**src/hdl/rio_pkg.sv**
```systemverilog
`default_nettype none
package rio_pkg;
   // ---------------------------------------------
   // Table layout
   // ---------------------------------------------
   localparam int TABLE_WORDS    = 32;
   localparam int RESV_WORDS     = 4;
   localparam int DESC_WORDS     = 4;
   localparam int MAX_SLAVES     = 7;
   localparam int MAX_POINTS     = 512;
   localparam int MASTER_STATION = 0;
   localparam int WORD_W         = 16;
   localparam int ADDR_W         = 16;
   localparam logic [1:0] FLD_IN_ADDR  = 2'h0;
   localparam logic [1:0] FLD_IN_CNT   = 2'h1;
   localparam logic [1:0] FLD_OUT_ADDR = 2'h2;
   localparam logic [1:0] FLD_OUT_CNT  = 2'h3;
   localparam logic [15:0] DEF_TABLE_BASE = 16'h3fc0;
   // ---------------------------------------------
   // Link rates
   // ---------------------------------------------
   localparam int BAUD_SLOW = 19200;
   localparam int BAUD_FAST = 38400;
   localparam int CLK_HZ    = 250000000;
   localparam int DIV_SLOW  = CLK_HZ / BAUD_SLOW;
   localparam int DIV_FAST  = CLK_HZ / BAUD_FAST;

   typedef enum logic [2:0] {
      ST_IDLE  = 3'b000,
      ST_READ  = 3'b001,
      ST_WAIT  = 3'b011,
      ST_ARMED = 3'b010,
      ST_POLL  = 3'b110,
      ST_XFER  = 3'b111
   } ld_state_t;
endpackage
`default_nettype wire

```
**src/hdl/rio_desc_check.sv**
```systemverilog
`timescale 1ns/100ps
`default_nettype none
module rio_desc_check #(
   parameter int W = 16
) (
   // Descriptor words
   input  wire logic [W-1:0] in_addr,
   input  wire logic [W-1:0] in_cnt,
   input  wire logic [W-1:0] out_addr,
   input  wire logic [W-1:0] out_cnt,
   // Result
   output logic              present,
   output logic [9:0]        points
);
   logic [W:0] sum;
   always_comb begin
      present = |{in_addr, in_cnt, out_addr, out_cnt};
      sum     = {1'b0, in_cnt} + {1'b0, out_cnt};
      points  = (sum > (W+1)'(rio_pkg::MAX_POINTS)) ? 10'h200 : sum[9:0];
   end
endmodule // rio_desc_check
`default_nettype wire

```
**src/hdl/remote_io_table_loader.sv**
```systemverilog
// Overview of operation
// - Table base from port setup address
// - First four words reserved, then descriptors
// - Words: in addr, in count, out addr, out count
// - Table read once after powerup
// - Table spans 32 words, absent zeroed
// - Any non-zero descriptor means slave present
// - No traffic until setup-done relay set
// - At most seven slave descriptors
// - Station zero master, slaves one to seven
// - Baud 19200 or 38400, matched
// - At most 512 points in total (each count is clipped to 512, the sum is not enforced)
`timescale 1ns/100ps
`default_nettype none
module remote_io_table_loader #(
   parameter int NSLV = rio_pkg::MAX_SLAVES
) (
   // Clock and reset
   input  wire logic                          sys_clk,
   input  wire logic                          srst,
   // Port setup
   input  wire logic [rio_pkg::ADDR_W-1:0]    table_base,
   input  wire logic                          baud_fast,
   input  wire logic                          remote_setup_done_relay,
   // Data memory read port
   output logic                               mem_rd,
   output logic [rio_pkg::ADDR_W-1:0]         mem_addr,
   input  wire logic                          mem_valid,
   input  wire logic [rio_pkg::WORD_W-1:0]    mem_rdata,
   // Link engine request
   output logic                               xfer_req,
   input  wire logic                          xfer_done,
   output logic [2:0]                         xfer_station,
   output logic [rio_pkg::ADDR_W-1:0]         xfer_in_addr,
   output logic [9:0]                         xfer_in_cnt,
   output logic [rio_pkg::ADDR_W-1:0]         xfer_out_addr,
   output logic [9:0]                         xfer_out_cnt,
   output logic [15:0]                        baud_div,
   // Status
   output logic                               loaded,
   output logic                               link_active,
   output logic [6:0]                         slave_present
);
   localparam int W = rio_pkg::WORD_W;

   typedef struct packed {
      rio_pkg::ld_state_t           st;
      logic [4:0]                   idx;
      logic [rio_pkg::ADDR_W-1:0]   base;
      logic [rio_pkg::TABLE_WORDS*W-1:0] tbl;
      logic [2:0]                   cur;
      logic                         req;
      logic [15:0]                  div;
      logic [6:0]                   pres;
   } state_t;

   state_t s_reg, s_next;

   // ---------------------------------------------
   // Descriptor decode
   // ---------------------------------------------
   logic [NSLV-1:0] pres_w;
   logic [9:0]      pts_w [NSLV];
   logic [W-1:0]    dw [NSLV][4];

   genvar g;
   generate
      for (g = 0; g < NSLV; g++) begin : g_desc
         localparam int B = rio_pkg::RESV_WORDS + g*rio_pkg::DESC_WORDS;
         for (genvar k = 0; k < 4; k++) begin : g_w
            assign dw[g][k] = s_reg.tbl[(B+k)*W +: W];
         end
         rio_desc_check #(.W(W)) u_chk (
            .in_addr  (dw[g][rio_pkg::FLD_IN_ADDR]),
            .in_cnt   (dw[g][rio_pkg::FLD_IN_CNT]),
            .out_addr (dw[g][rio_pkg::FLD_OUT_ADDR]),
            .out_cnt  (dw[g][rio_pkg::FLD_OUT_CNT]),
            .present  (pres_w[g]),
            .points   (pts_w[g])
         );
      end
   endgenerate

   // Clip each single count to 512
   function automatic logic [9:0] clip(input logic [W-1:0] c);
      clip = (c > W'(rio_pkg::MAX_POINTS)) ? 10'h200 : c[9:0];
   endfunction

   // ---------------------------------------------
   // Sequencer
   // ---------------------------------------------
   always_comb begin
      s_next = s_reg;
      case (s_reg.st)
         rio_pkg::ST_IDLE: begin
            s_next.base = table_base;
            s_next.idx  = 5'h0;
            s_next.st   = rio_pkg::ST_READ;
         end
         rio_pkg::ST_READ: begin
            s_next.st = rio_pkg::ST_WAIT;
         end
         rio_pkg::ST_WAIT: begin
            if (mem_valid) begin
               s_next.tbl[s_reg.idx*W +: W] = mem_rdata;
               if (s_reg.idx == 5'(rio_pkg::TABLE_WORDS-1)) begin
                  s_next.st = rio_pkg::ST_ARMED;
               end else begin
                  s_next.idx = s_reg.idx + 5'h1;
                  s_next.st  = rio_pkg::ST_READ;
               end
            end
         end
         rio_pkg::ST_ARMED: begin
            s_next.pres = 7'(pres_w);
            s_next.div  = baud_fast ? 16'(rio_pkg::DIV_FAST) : 16'(rio_pkg::DIV_SLOW);
            if (remote_setup_done_relay) begin
               s_next.cur  = 3'h0;
               s_next.st   = rio_pkg::ST_POLL;
            end
         end
         rio_pkg::ST_POLL: begin
            // Empty table: no request is raised, link_active stays high until the next reset
            if (s_reg.pres == 7'h0) begin
               s_next.st = rio_pkg::ST_POLL;
            end else if (s_reg.pres[s_reg.cur]) begin
               s_next.req = 1'b1;
               s_next.st  = rio_pkg::ST_XFER;
            end else begin
               s_next.cur = (s_reg.cur == 3'(NSLV-1)) ? 3'h0 : s_reg.cur + 3'h1;
            end
         end
         rio_pkg::ST_XFER: begin
            if (xfer_done) begin
               s_next.req = 1'b0;
               s_next.cur = (s_reg.cur == 3'(NSLV-1)) ? 3'h0 : s_reg.cur + 3'h1;
               s_next.st  = rio_pkg::ST_POLL;
            end
         end
         default: s_next.st = rio_pkg::ST_IDLE;
      endcase
   end

   always_ff @(posedge sys_clk) begin
      if (srst) begin
         s_reg <= '0;
      end else begin
         s_reg <= s_next;
      end
   end

   // ---------------------------------------------
   // Outputs
   // ---------------------------------------------
   // Only watched: counts are clipped per slave, the sum is not enforced
   logic [12:0] tot_pts;
   always_comb begin
      tot_pts = 13'h0;
      for (int i = 0; i < NSLV; i++) begin
         tot_pts = tot_pts + {3'h0, pts_w[i]};
      end
   end

   always_comb begin
      mem_rd        = (s_reg.st == rio_pkg::ST_READ);
      mem_addr      = s_reg.base + rio_pkg::ADDR_W'(s_reg.idx);
      xfer_req      = s_reg.req;
      xfer_station  = s_reg.cur + 3'h1;
      xfer_in_addr  = dw[s_reg.cur][rio_pkg::FLD_IN_ADDR];
      xfer_in_cnt   = clip(dw[s_reg.cur][rio_pkg::FLD_IN_CNT]);
      xfer_out_addr = dw[s_reg.cur][rio_pkg::FLD_OUT_ADDR];
      xfer_out_cnt  = clip(dw[s_reg.cur][rio_pkg::FLD_OUT_CNT]);
      baud_div      = s_reg.div;
      link_active   = (s_reg.st == rio_pkg::ST_POLL) || (s_reg.st == rio_pkg::ST_XFER);
      loaded        = (s_reg.st == rio_pkg::ST_ARMED) || link_active;
      slave_present = s_reg.pres;
   end

   // ---------------------------------------------
   // Checks
   // ---------------------------------------------
   no_early_link_a: assert property (@(posedge sys_clk) disable iff (srst)
      $rose(link_active) |-> $past(remote_setup_done_relay))
      else $error("link started without setup relay");
   skip_absent_a: assert property (@(posedge sys_clk) disable iff (srst)
      xfer_req |-> s_reg.pres[s_reg.cur])
      else $error("transfer to absent slave");
   station_range_a: assert property (@(posedge sys_clk) disable iff (srst)
      xfer_req |-> (xfer_station >= 3'h1 && xfer_station <= 3'h7))
      else $error("bad station number");
   read_bound_a: assert property (@(posedge sys_clk) disable iff (srst)
      mem_rd |-> mem_addr - s_reg.base < 16'(rio_pkg::TABLE_WORDS))
      else $error("read outside table");
   read_base_a: assert property (@(posedge sys_clk) disable iff (srst)
      ($past(s_reg.st) == rio_pkg::ST_IDLE && !$past(srst)) |-> mem_rd && mem_addr == $past(table_base))
      else $error("first read not at base");
   cnt_limit_a: assert property (@(posedge sys_clk) disable iff (srst)
      xfer_req |-> (xfer_in_cnt <= 10'h200 && xfer_out_cnt <= 10'h200))
      else $error("count above limit");
   req_hold_a: assert property (@(posedge sys_clk) disable iff (srst)
      (xfer_req && !xfer_done) |=> xfer_req && $stable(xfer_station))
      else $error("request dropped early");
   present_map_a: assert property (@(posedge sys_clk) disable iff (srst)
      (s_reg.st == rio_pkg::ST_ARMED) |=> slave_present == 7'($past(pres_w)))
      else $error("presence map wrong");
   baud_sel_a: assert property (@(posedge sys_clk) disable iff (srst)
      (s_reg.st == rio_pkg::ST_ARMED) |=> baud_div == ($past(baud_fast)
         ? 16'(rio_pkg::DIV_FAST) : 16'(rio_pkg::DIV_SLOW)))
      else $error("bad baud divider");
   full_table_a: assert property (@(posedge sys_clk) disable iff (srst)
      $rose(loaded) |-> s_reg.idx == 5'(rio_pkg::TABLE_WORDS-1))
      else $error("armed before table read");
   idle_hold_a: assert property (@(posedge sys_clk) disable iff (srst)
      (s_reg.st == rio_pkg::ST_ARMED && !remote_setup_done_relay) |=> !link_active)
      else $error("link started while relay clear");
   load_c: cover property (@(posedge sys_clk) $rose(loaded));
   over_c: cover property (@(posedge sys_clk) loaded && tot_pts > 13'h200);
   start_c: cover property (@(posedge sys_clk) $rose(link_active));
   xfer_c: cover property (@(posedge sys_clk) xfer_req && xfer_done);
endmodule // remote_io_table_loader
`default_nettype wire

```
**config.mk**
```make
export PLATFORM = sky130hd
export DESIGN_NAME = remote_io_table_loader
export DESIGN_NICKNAME = d
export VERILOG_FILES = /design/src/hdl/rio_pkg.sv /design/src/hdl/rio_desc_check.sv /design/src/hdl/remote_io_table_loader.sv
export SDC_FILE = /design/constraint.sdc
export NUM_CORES = 1
export LEC_CHECK = 0
export ABC_AREA = 1
export BUFFER_PORTS_ARGS = -buffer_cell sky130_fd_sc_hd__buf_2
export CAP_MARGIN = 0
export CORE_MARGIN = 5
export CORE_UTILIZATION = 34
export DETAILED_ROUTE_END_ITERATION = 8
export GPL_TIMING_DRIVEN = 0
export PLACE_DENSITY = 0.52
export SLEW_MARGIN = 25
export SYNTH_ARGS = -nofsm -noshare
export SYNTH_HDL_FRONTEND = slang
export SYNTH_SLANG_ARGS = --single-unit
export TNS_END_PERCENT = 50
```
**constraint.sdc**
```tcl
create_clock -name sys_clk -period 2.9 [get_ports sys_clk]
set_clock_uncertainty 0.15 [all_clocks]
set_input_delay 0.145 -clock sys_clk [delete_from_list [all_inputs] [get_ports sys_clk]]
set_output_delay 0.145 -clock sys_clk [all_outputs]
set_load 0.01 [all_outputs]
```
# Word level (Yosys, flattened, before mapping)
# Index checks and enable logic that the tools add are counted.
# op_classes
addsub	4
magnitude_cmp	4
eq_ne	15
shift	2
mux	26
n_bitwise	1
reduce_logical	19
# ops
operator	n
bitwise mux 512 bit	1
variable shift 16 x 34 -> 512 bit, first input constant	1
indexed part select 16 x 34 -> 512 bit	1
OR reduction 64 bit	7
binary-select mux 64 bit (select 3 bit)	1
two-way mux 64 bit	2
negator 9 -> 34 bit	1
> comparator 16 x 10 -> 1 bit, second input constant	2
two-way mux 3 bit	7
two-way mux 10 bit	2
case mux 3 bit (6 select lines)	1
adder 16 x 5 -> 16 bit	1
two-way mux 14 bit	1
inequality test 2 bit, second input constant	7
case mux 5 bit (2 select lines)	1
== test 3 bit, second input constant	3
case mux 3 bit (3 select lines)	1
two-way mux 4 bit	2
two-way mux 8 bit	1
AND reduction 4 bit	2
zero test 7 bit	1
== test 3 x 2 -> 1 bit, second input constant	2
adder 5 x 1 -> 5 bit, second input constant	1
== test 5 bit, second input constant	1
18 further kinds	21
# word_totals
ff_bits	563
in_bits	38

# Logic depth before layout (Yosys ltp)
# Gate-level depths: netlist (run 1).
# depth
ltp_word	6
ltp_mapped	17
mapped_depth_nobuf	14

# Modules after synthesis
# A second synthesis (run 1) with hierarchy kept.
# unflattened
hier_cells	6332
area_unflattened_um2	36030.8
# by_module_without_submodules
mod	instances	cells_each	area_each_um2	seq_area_each_um2
remote_io_table_loader	1	4449	26729.4	9729.3
rio_desc_check	7	269	1328.8	0.0

# Worst setup path before layout (run 1)
# No wires, ideal clock.
# synth_timing
path_kind	reg-to-reg
startpoint	reg s_reg[555] (netlist name)
endpoint	reg s_reg, in the netlist dw[254]
setup_ps	128
arrival_ps	2516
slack_ps	107
path_stages_with_launch	18
n_path_buf	5
period_less_slack_ps	2793
cell_sequence	dfxtp_1 -> buf_2 -> inv_4 -> ha_1 -> nand2_1 -> nor2_1 -> ha_1 -> clkbuf_1 -> inv_1 -> nor2_1 -> inv_2 -> nor2_1 -> buf_4 -> buf_4 -> buf_2 -> nand3_1 -> nand2_1 -> nor2_1
# synth_between
elab_chain_len	3
# synth_rtl
item	line	rtl
start, declared	remote_io_table_loader.sv:57	state_t s_reg, s_next;
start signal, assigned	remote_io_table_loader.sv:148	s_reg <= s_next;
negator 9 -> 34 bit *	remote_io_table_loader.sv:105	s_next.tbl[s_reg.idx*W +: W] = mem_rdata;
indexed part select 16 x 34 -> 512 bit / variable shift 16 x 34 -> 512 bit (equally long branches)	remote_io_table_loader.sv:105	
bitwise mux 512 bit *	remote_io_table_loader.sv:105	
# Every way passes the cells marked *; elsewhere a longest branch is shown, timed or not.
# A chain may end at the register's enable or synchronous reset.

# Worst setup path in the final report (run 1)
# layout_timing
startpoint	reg s_reg[25] (netlist name)
endpoint	out xfer_out_addr[1] (netlist name)
# layout_between
elab_chain_len	4
# layout_rtl
item	line	rtl
NOT 3 -> 4 bit (not written as such)	remote_io_table_loader.sv:171	xfer_out_addr = dw[s_reg.cur][rio_pkg::FLD_OUT_ADDR];
binary-select mux 64 bit (select 3 bit)	remote_io_table_loader.sv:171	
two-way mux 64 bit (2 in a row)	-	
end, declared	remote_io_table_loader.sv:36	output logic [rio_pkg::ADDR_W-1:0] xfer_out_addr,
# Every way passes these cells. The select of a mux whose other input is x is not followed.

==> results of run 1 <==
-- per-layer routing --
| layer | track usage [%] | wire length, um | up-vias |
|---|---|---|---|
| met5 | 0 | 80 | - |
| met4 | 18.6 | 10500 | 10 |
| met3 | 8.55 | 16300 | 505 |
| met2 | 50.8 | 63000 | 1871 |
| met1 | 44.3 | 61000 | 14807 |
| li1 | - | - | 14545 |
-- kinds of logic (layout without fill, tap and decap cells) --
family	after synthesis	count (layout)	share of synthesized area, %
flops	486	486	36.3
fa+ha+maj	13	13	0.635
other cells	1	7	0.0140
buf+inv	889	1255	13.2
compound gates	253	253	5.77
simple gates	2829	2829	43.5
xor+xnor	14	14	0.486
mux	1	1	0.0374
-- cell type report --
type	count	area share [%]
antenna	3	0.0218
inverter	606	6.75
tap	1050	3.81
multi-input combinational	3114	43.9
timing repair buffer	263	6.15
clock inverter	22	0.523
clock buffer	87	5.09
buffer	277	5.52
sequential	486	28.3
-- cells in the final DEF (no fill, tap or decap), types with 21 or more instances in the layout --
cell / count
a21oi_1: 26
buf_2: 155
buf_4: 124
buf_6: 32
clkbuf_1: 66
clkbuf_16: 68
clkbuf_2: 42
clkbuf_4: 36
dfxtp_1: 479
dlygate4sd3_1: 37
inv_1: 573
nand2_1: 1127
nand2_2: 51
nand3_1: 319
nand4_1: 92
nor2_1: 1024
nor2_2: 23
nor2_4: 21
nor3_1: 22
nor4_1: 83
o21ai_0: 82
o22ai_2: 21
o22ai_4: 34
o32a_1: 22
-- power by group --
| group | leakage (nW) | switching [mW] | internal (mW) | total (mW) |
|---|---|---|---|---|
| combinational | 12.0 | 5.26 | 2.67 | 7.92 |
| sequential | 3.92 | 0.212 | 6.86 | 7.08 |
| clock | 0.964 | 3.25 | 4.34 | 7.58 |
| total | 16.9 | 8.72 | 13.9 | 22.6 |
-- worst min path at each step --
stage,start,end,slack [ps],cells after the start
after CTS,mem_rdata[0],dw[368]$_SDFFE_PP0P_,3,5
final,remote_setup_done_relay,s_reg[560]$_SDFFE_PP0P_,110,6
after floorplan,srst,slave_present[6]$_SDFFE_PP0N_,140,3
after global placement,table_base[5],s_reg[544]$_SDFFE_PP0N_,250,3
after global routing,table_base[4],s_reg[543]$_SDFFE_PP0N_,170,4
after detailed placement,table_base[4],s_reg[543]$_SDFFE_PP0N_,260,3
-- repair_timing --
action,in CTS,in global routing
gates resized for setup,397,297
gates cloned,8,3
pin swaps,36,55
endpoints found under the setup margin,515,356
endpoints found under the hold margin,87,8
buffers inserted,48,34
hold buffers,35,2
-- through the flow --
| stage | TNS (ps) | area [um^2] | worst slack [ps] | utilization (%) |
|---|---|---|---|---|
| final | -5170 | 34500 | -224 | 43.8 |
| after floorplan | 0 | 26800 | 107 | - |
| after global routing | -5220 | 34500 | -202 | 43.8 |
| after global placement | -557760 | 28800 | -1620 | 36.6 |
| after CTS | -11100 | 33200 | -242 | 42.3 |
| after detailed placement | -558310 | 28900 | -1620 | 36.8 |
-- worst min-delay path, stage by stage --
cell     delay (ps)
buf_2            80
or2_2           120
nand2_1          80
a31oi_1         260
a21oi_1         100
nor2_1           90
==> results_dict.tcl, run 1 <==
set metrics [dict create \
    portBuffers 131 \
    slew_headroom_pct 19.2 \
    die-area_um2 84500 \
    power_density_nw_per_um2 655 \
    tightest_slew_ps 1200 \
    path_depth 10 \
    cp_max_fo 8 \
    yosysUniqueCellTypes 43 \
    ys_top_cells_by_area "dfxtp_1 (36%), nand2_1 (17%), nor2_1 (15%), inv_1 (8.2%), nand3_1 (6.4%)" \
    die_w_um 291 \
    r2r_start "dw[361]$_SDFFE_PP0P_" \
    antenna_found_initial 9 \
    cp-start-kind "flip-flop" \
    rows 103 \
    multiInputGateArea_um2 15100 \
    grt_setup_unrepaired "true" \
    crit_chain "clkinvlp_4 > nor2_4 > clkinvlp_4 > buf_6 > clkbuf_16 > clkbuf_16 > o22ai_4 > a21oi_2 > a31oi_4 > buf_2" \
    hold_ws_ps 114 \
    rr_worst_depth 6 \
    fin_cells 5908 \
    hold_path_class "input pin to flip-flop" \
    setup_viol 53 \
    yosys-top-cells-count "nand2_1 (1182), nor2_1 (1061), inv_1 (585)" \
    clock_sinks 486 \
    yosysTopAreaCellShare_pct 36.3 \
    largest_register_ffs 448 \
    clk_pin_slew_ps 60 \
    yosys_warnings 0 \
    synth_area_um2 26800 \
    grt_first_pass_wirelength_mm 209 \
    critPathSlowestCell "dfxtp_4" \
    worst-endpoint-arrival_ps 2830 \
    chipHeight_um 291 \
    cts_tree "yes" \
    crit_type "flip-flop to output port" \
    place.gp.congestion 1.05 \
    overflow 0 \
    grt_pass1_vias 29276 \
    avgRoutedWirePerCell_um 25.5 \
    layout_setup_ws_ps -224 \
    finalCriticalPeriod_ps 3120 \
    fmax_mhz 320 \
    area_growth_pct 28.7 \
    synth_enable_flop_cells 0 \
    critPathLaunch "s_reg[25]$_SDFFE_PP0P_" \
    htreeDepth 2 \
    worstReg2RegEnd "slave_present[1]$_SDFFE_PP0N_" \
    num-nets-final 4858 \
    initial_core_util_pct 34.1 \
    dpl.hpwl_mm 114 \
    cp.required_ps 2610 \
    first_pass_iters 8 \
    worstPathBufferInverterCount 6 \
    cts_root_buf "clkbuf_16" \
    ys_ff_latch 486 \
    via_per_inst 5.37 \
    grt.total_usage_pct 33.8 \
    drt_iter0_drc 3938 \
    core_um2 78600 \
    drive_gt1_share_pct 16.7 \
    yosysMostFrequentCell "nand2_1" \
    maxCapViolCount 0 \
    slew_viol_final 0 \
    violations "setup timing" \
    end_kind "output port" \
    yosysTopAreaCell "dfxtp_1" \
    cts_made_buffers 59 \
    clock_latency_ps 660 \
    outcome "finished, violations left" \
    power_leakage_nw 16.9 \
    routed_wl_mm 151 \
    max_stage_delay_ps 400 \
    finalCritPeriodShare_pct 108 \
    r2r_slack_ps -100 \
    ir_drop_mv 0.579 \
    crit_family "buffers and inverters" \
    p_total_mw 22.6 \
    synth_cells 4486 \
    grt_start_max_net_pins 16 \
    ys_async_sr_fraction_pct 0 \
    ys.flop_type "dfxtp_1" \
    ff_latch_area_um2 9750 \
    fillers 8658 \
    dp_cells 5674 \
    drcViolationCount 0 \
    vias 31738 \
    seq_area_frac_synth_pct 36.3 \
    hold_viol_final 0 \
    syn-mean-instance-area_um2 5.97 \
    boundaryPins 136 \
    crit_path_end "xfer_out_addr[1]" \
    cts_buffer_depth 3 \
    ant_nets 0 \
]
Power figures use the tool's default switching activity.
==> run 2: changes to the inputs <==
- SYNTH_HIERARCHICAL: not set -> 1
==> results_dict.tcl, run 2 <==
set metrics [dict create \
    outcome "finished, violations left" \
    violations "setup timing" \
    worstReg2RegEnd "dw[320]$_SDFFE_PP0P_" \
    largest_register_ffs 448 \
    yosys_warnings 6 \
    crit_path_end "xfer_in_cnt[6]" \
    grt_setup_unrepaired "true" \
    end_kind "output port" \
    drive_gt1_share_pct 16.4 \
    core_um2 80700 \
    vias 32508 \
    routed_wl_mm 138 \
    die-area_um2 87200 \
    final_common_cell "nand2_1" \
    layout_setup_ws_ps -175 \
    place.gp.congestion 0.997 \
    power_density_nw_per_um2 574 \
    htreeDepth 2 \
    clk_pin_slew_ps 60 \
    initial_core_util_pct 34.3 \
    via_per_inst 5.37 \
    cts_tree "yes" \
    dpl.hpwl_mm 103 \
    grt_start_max_net_pins 17 \
    die_w_um 295 \
    clock_sinks 486 \
    cp_max_fo 8 \
    first_pass_iters 8 \
    finalCritPeriodShare_pct 106 \
    slew_viol_final 0 \
    r2r_start "s_reg[555]$_SDFFE_PP0P_" \
    boundaryPins 136 \
    power_frac_seq_pct 34.0 \
    finalCriticalPeriod_ps 3080 \
    crit_type "flip-flop to output port" \
    drt_iter0_drc 4126 \
    r2r_slack_ps -30 \
    setup_viol 43 \
    slew_headroom_pct 25.8 \
    hold_ws_ps 74.6 \
    intPower_mw 13.0 \
    overflow 0 \
    clock_latency_ps 650 \
    syn-mean-instance-area_um2 6.01 \
    num-nets-final 4992 \
    hold_viol_final 0 \
    cts_buffer_depth 3 \
    cts_root_buf "clkbuf_16" \
    ant_nets 0 \
    switching_power_mw 7.34 \
    critPathLaunch "s_reg[24]$_SDFFE_PP0P_" \
    p_sw_share_pct 36.1 \
    fmax_mhz 325 \
    grt_pass1_vias 29963 \
    tightest_slew_ps 1110 \
    cp-start-kind "flip-flop" \
    synth_cells 4610 \
    area_growth_pct 27.9 \
    ir_drop_mv 0.528 \
    grt_first_pass_wirelength_mm 197 \
    rr_worst_depth 11 \
    antenna_found_initial 5 \
    portBuffers 131 \
    p_total_mw 20.3 \
    chipHeight_um 295 \
    final_cell_mix "nand2_1 (1022), nor2_1 (895), nand3_1 (590), inv_1 (482), dfxtp_1 (480)" \
    place_ws_ps -1700 \
    design_area_um2 35400 \
    cts_made_buffers 59 \
    dpl_cell_area_um2 30000 \
    p_clk_share_pct 37.0 \
    power_leakage_nw 15.8 \
    drcViolationCount 0 \
    worst-endpoint-arrival_ps 2780 \
    grt.total_usage_pct 30.3 \
    final_core_utilization_pct 43.9 \
    cp.required_ps 2610 \
    fillers 8689 \
    maxCapViolCount 0 \
    hold_path_class "input pin to flip-flop" \
    rows 104 \
    synth_area_um2 27700 \
    avgRoutedWirePerCell_um 22.8 \
    comb_power_share_pct 29.0 \
]
run 2: final cells by class:
cell class              count  area, um^2  share of cell area, %
diodes                      1        2.50                0.00707
plain buffers             336        2250                   6.36
clock buffers              86        1710                   4.83
clock inverters            24         208                  0.587
inverters                 496        1900                   5.37
multi-input cells        3294       16200                   45.8
flip-flops and latches    486        9740                   27.5
well taps                1060        1330                   3.75
repair buffers            268        2030                   5.73
run 2: power by group through the flow:
stage	logic, mW	registers, mW	clock network (mW)
after detailed placement	4.56	7.05	0
after floorplan	2.41	7.00	0
after CTS	5.54	6.91	7.58
after global placement	4.54	7.05	0
after global routing	6.16	6.92	7.85
final	5.88	6.91	7.51
run 2: routing by layer:
metal  global-route usage (%)  vias to the layer above  wire length [um]
li1                         -                    15376                 -
met1                     39.1                    15086             55300
met2                     48.0                     1646             60900
met3                     7.05                      398             13600
met4                     14.8                        2              8100
met5                        0                        -                11
run 2: worst min path at each step:
stage / from / end / slack (ps) / cells after the start
floorplan: baud_fast / baud_div[11]$_SDFFE_PP0N_ / 140 / 2
global route: srst / s_reg[556]$_SDFFE_PP0P_ / 90 / 3
finish: srst / s_reg[556]$_SDFFE_PP0P_ / 70 / 3
detailed placement: baud_fast / baud_div[11]$_SDFFE_PP0N_ / 250 / 3
global placement: baud_fast / baud_div[11]$_SDFFE_PP0N_ / 240 / 3
CTS: srst / s_reg[559]$_SDFFE_PP0P_ / 50 / 3
run 2: stage by stage:
step | instances | TNS (ps)
final | 6051 | -3350
after global placement | 5804 | -376120
after global routing | 6051 | -6270
after CTS | 6022 | -5190
after detailed placement | 5826 | -352230
after floorplan | 4613 | 0
run 2: what timing repair did:
action	4_1_cts	5_1_grt
resized for setup	527	160
hold endpoints to repair	76	0
setup endpoints to repair	515	494
buffers inserted	49	29
pin swaps	54	44
hold buffers	36	0
cloned	2	1
run 2: critical path: stages (launching register included):
cell       delay [ps]
dfxtp_4           460
clkinv_8          100
clkbuf_16         190
buf_16            170
nor2_4             80
nand4_1           210
nand3_2           200
nand2_2            90
nor2_4            100
nand3_4           160
a21oi_4           210
buf_2             160
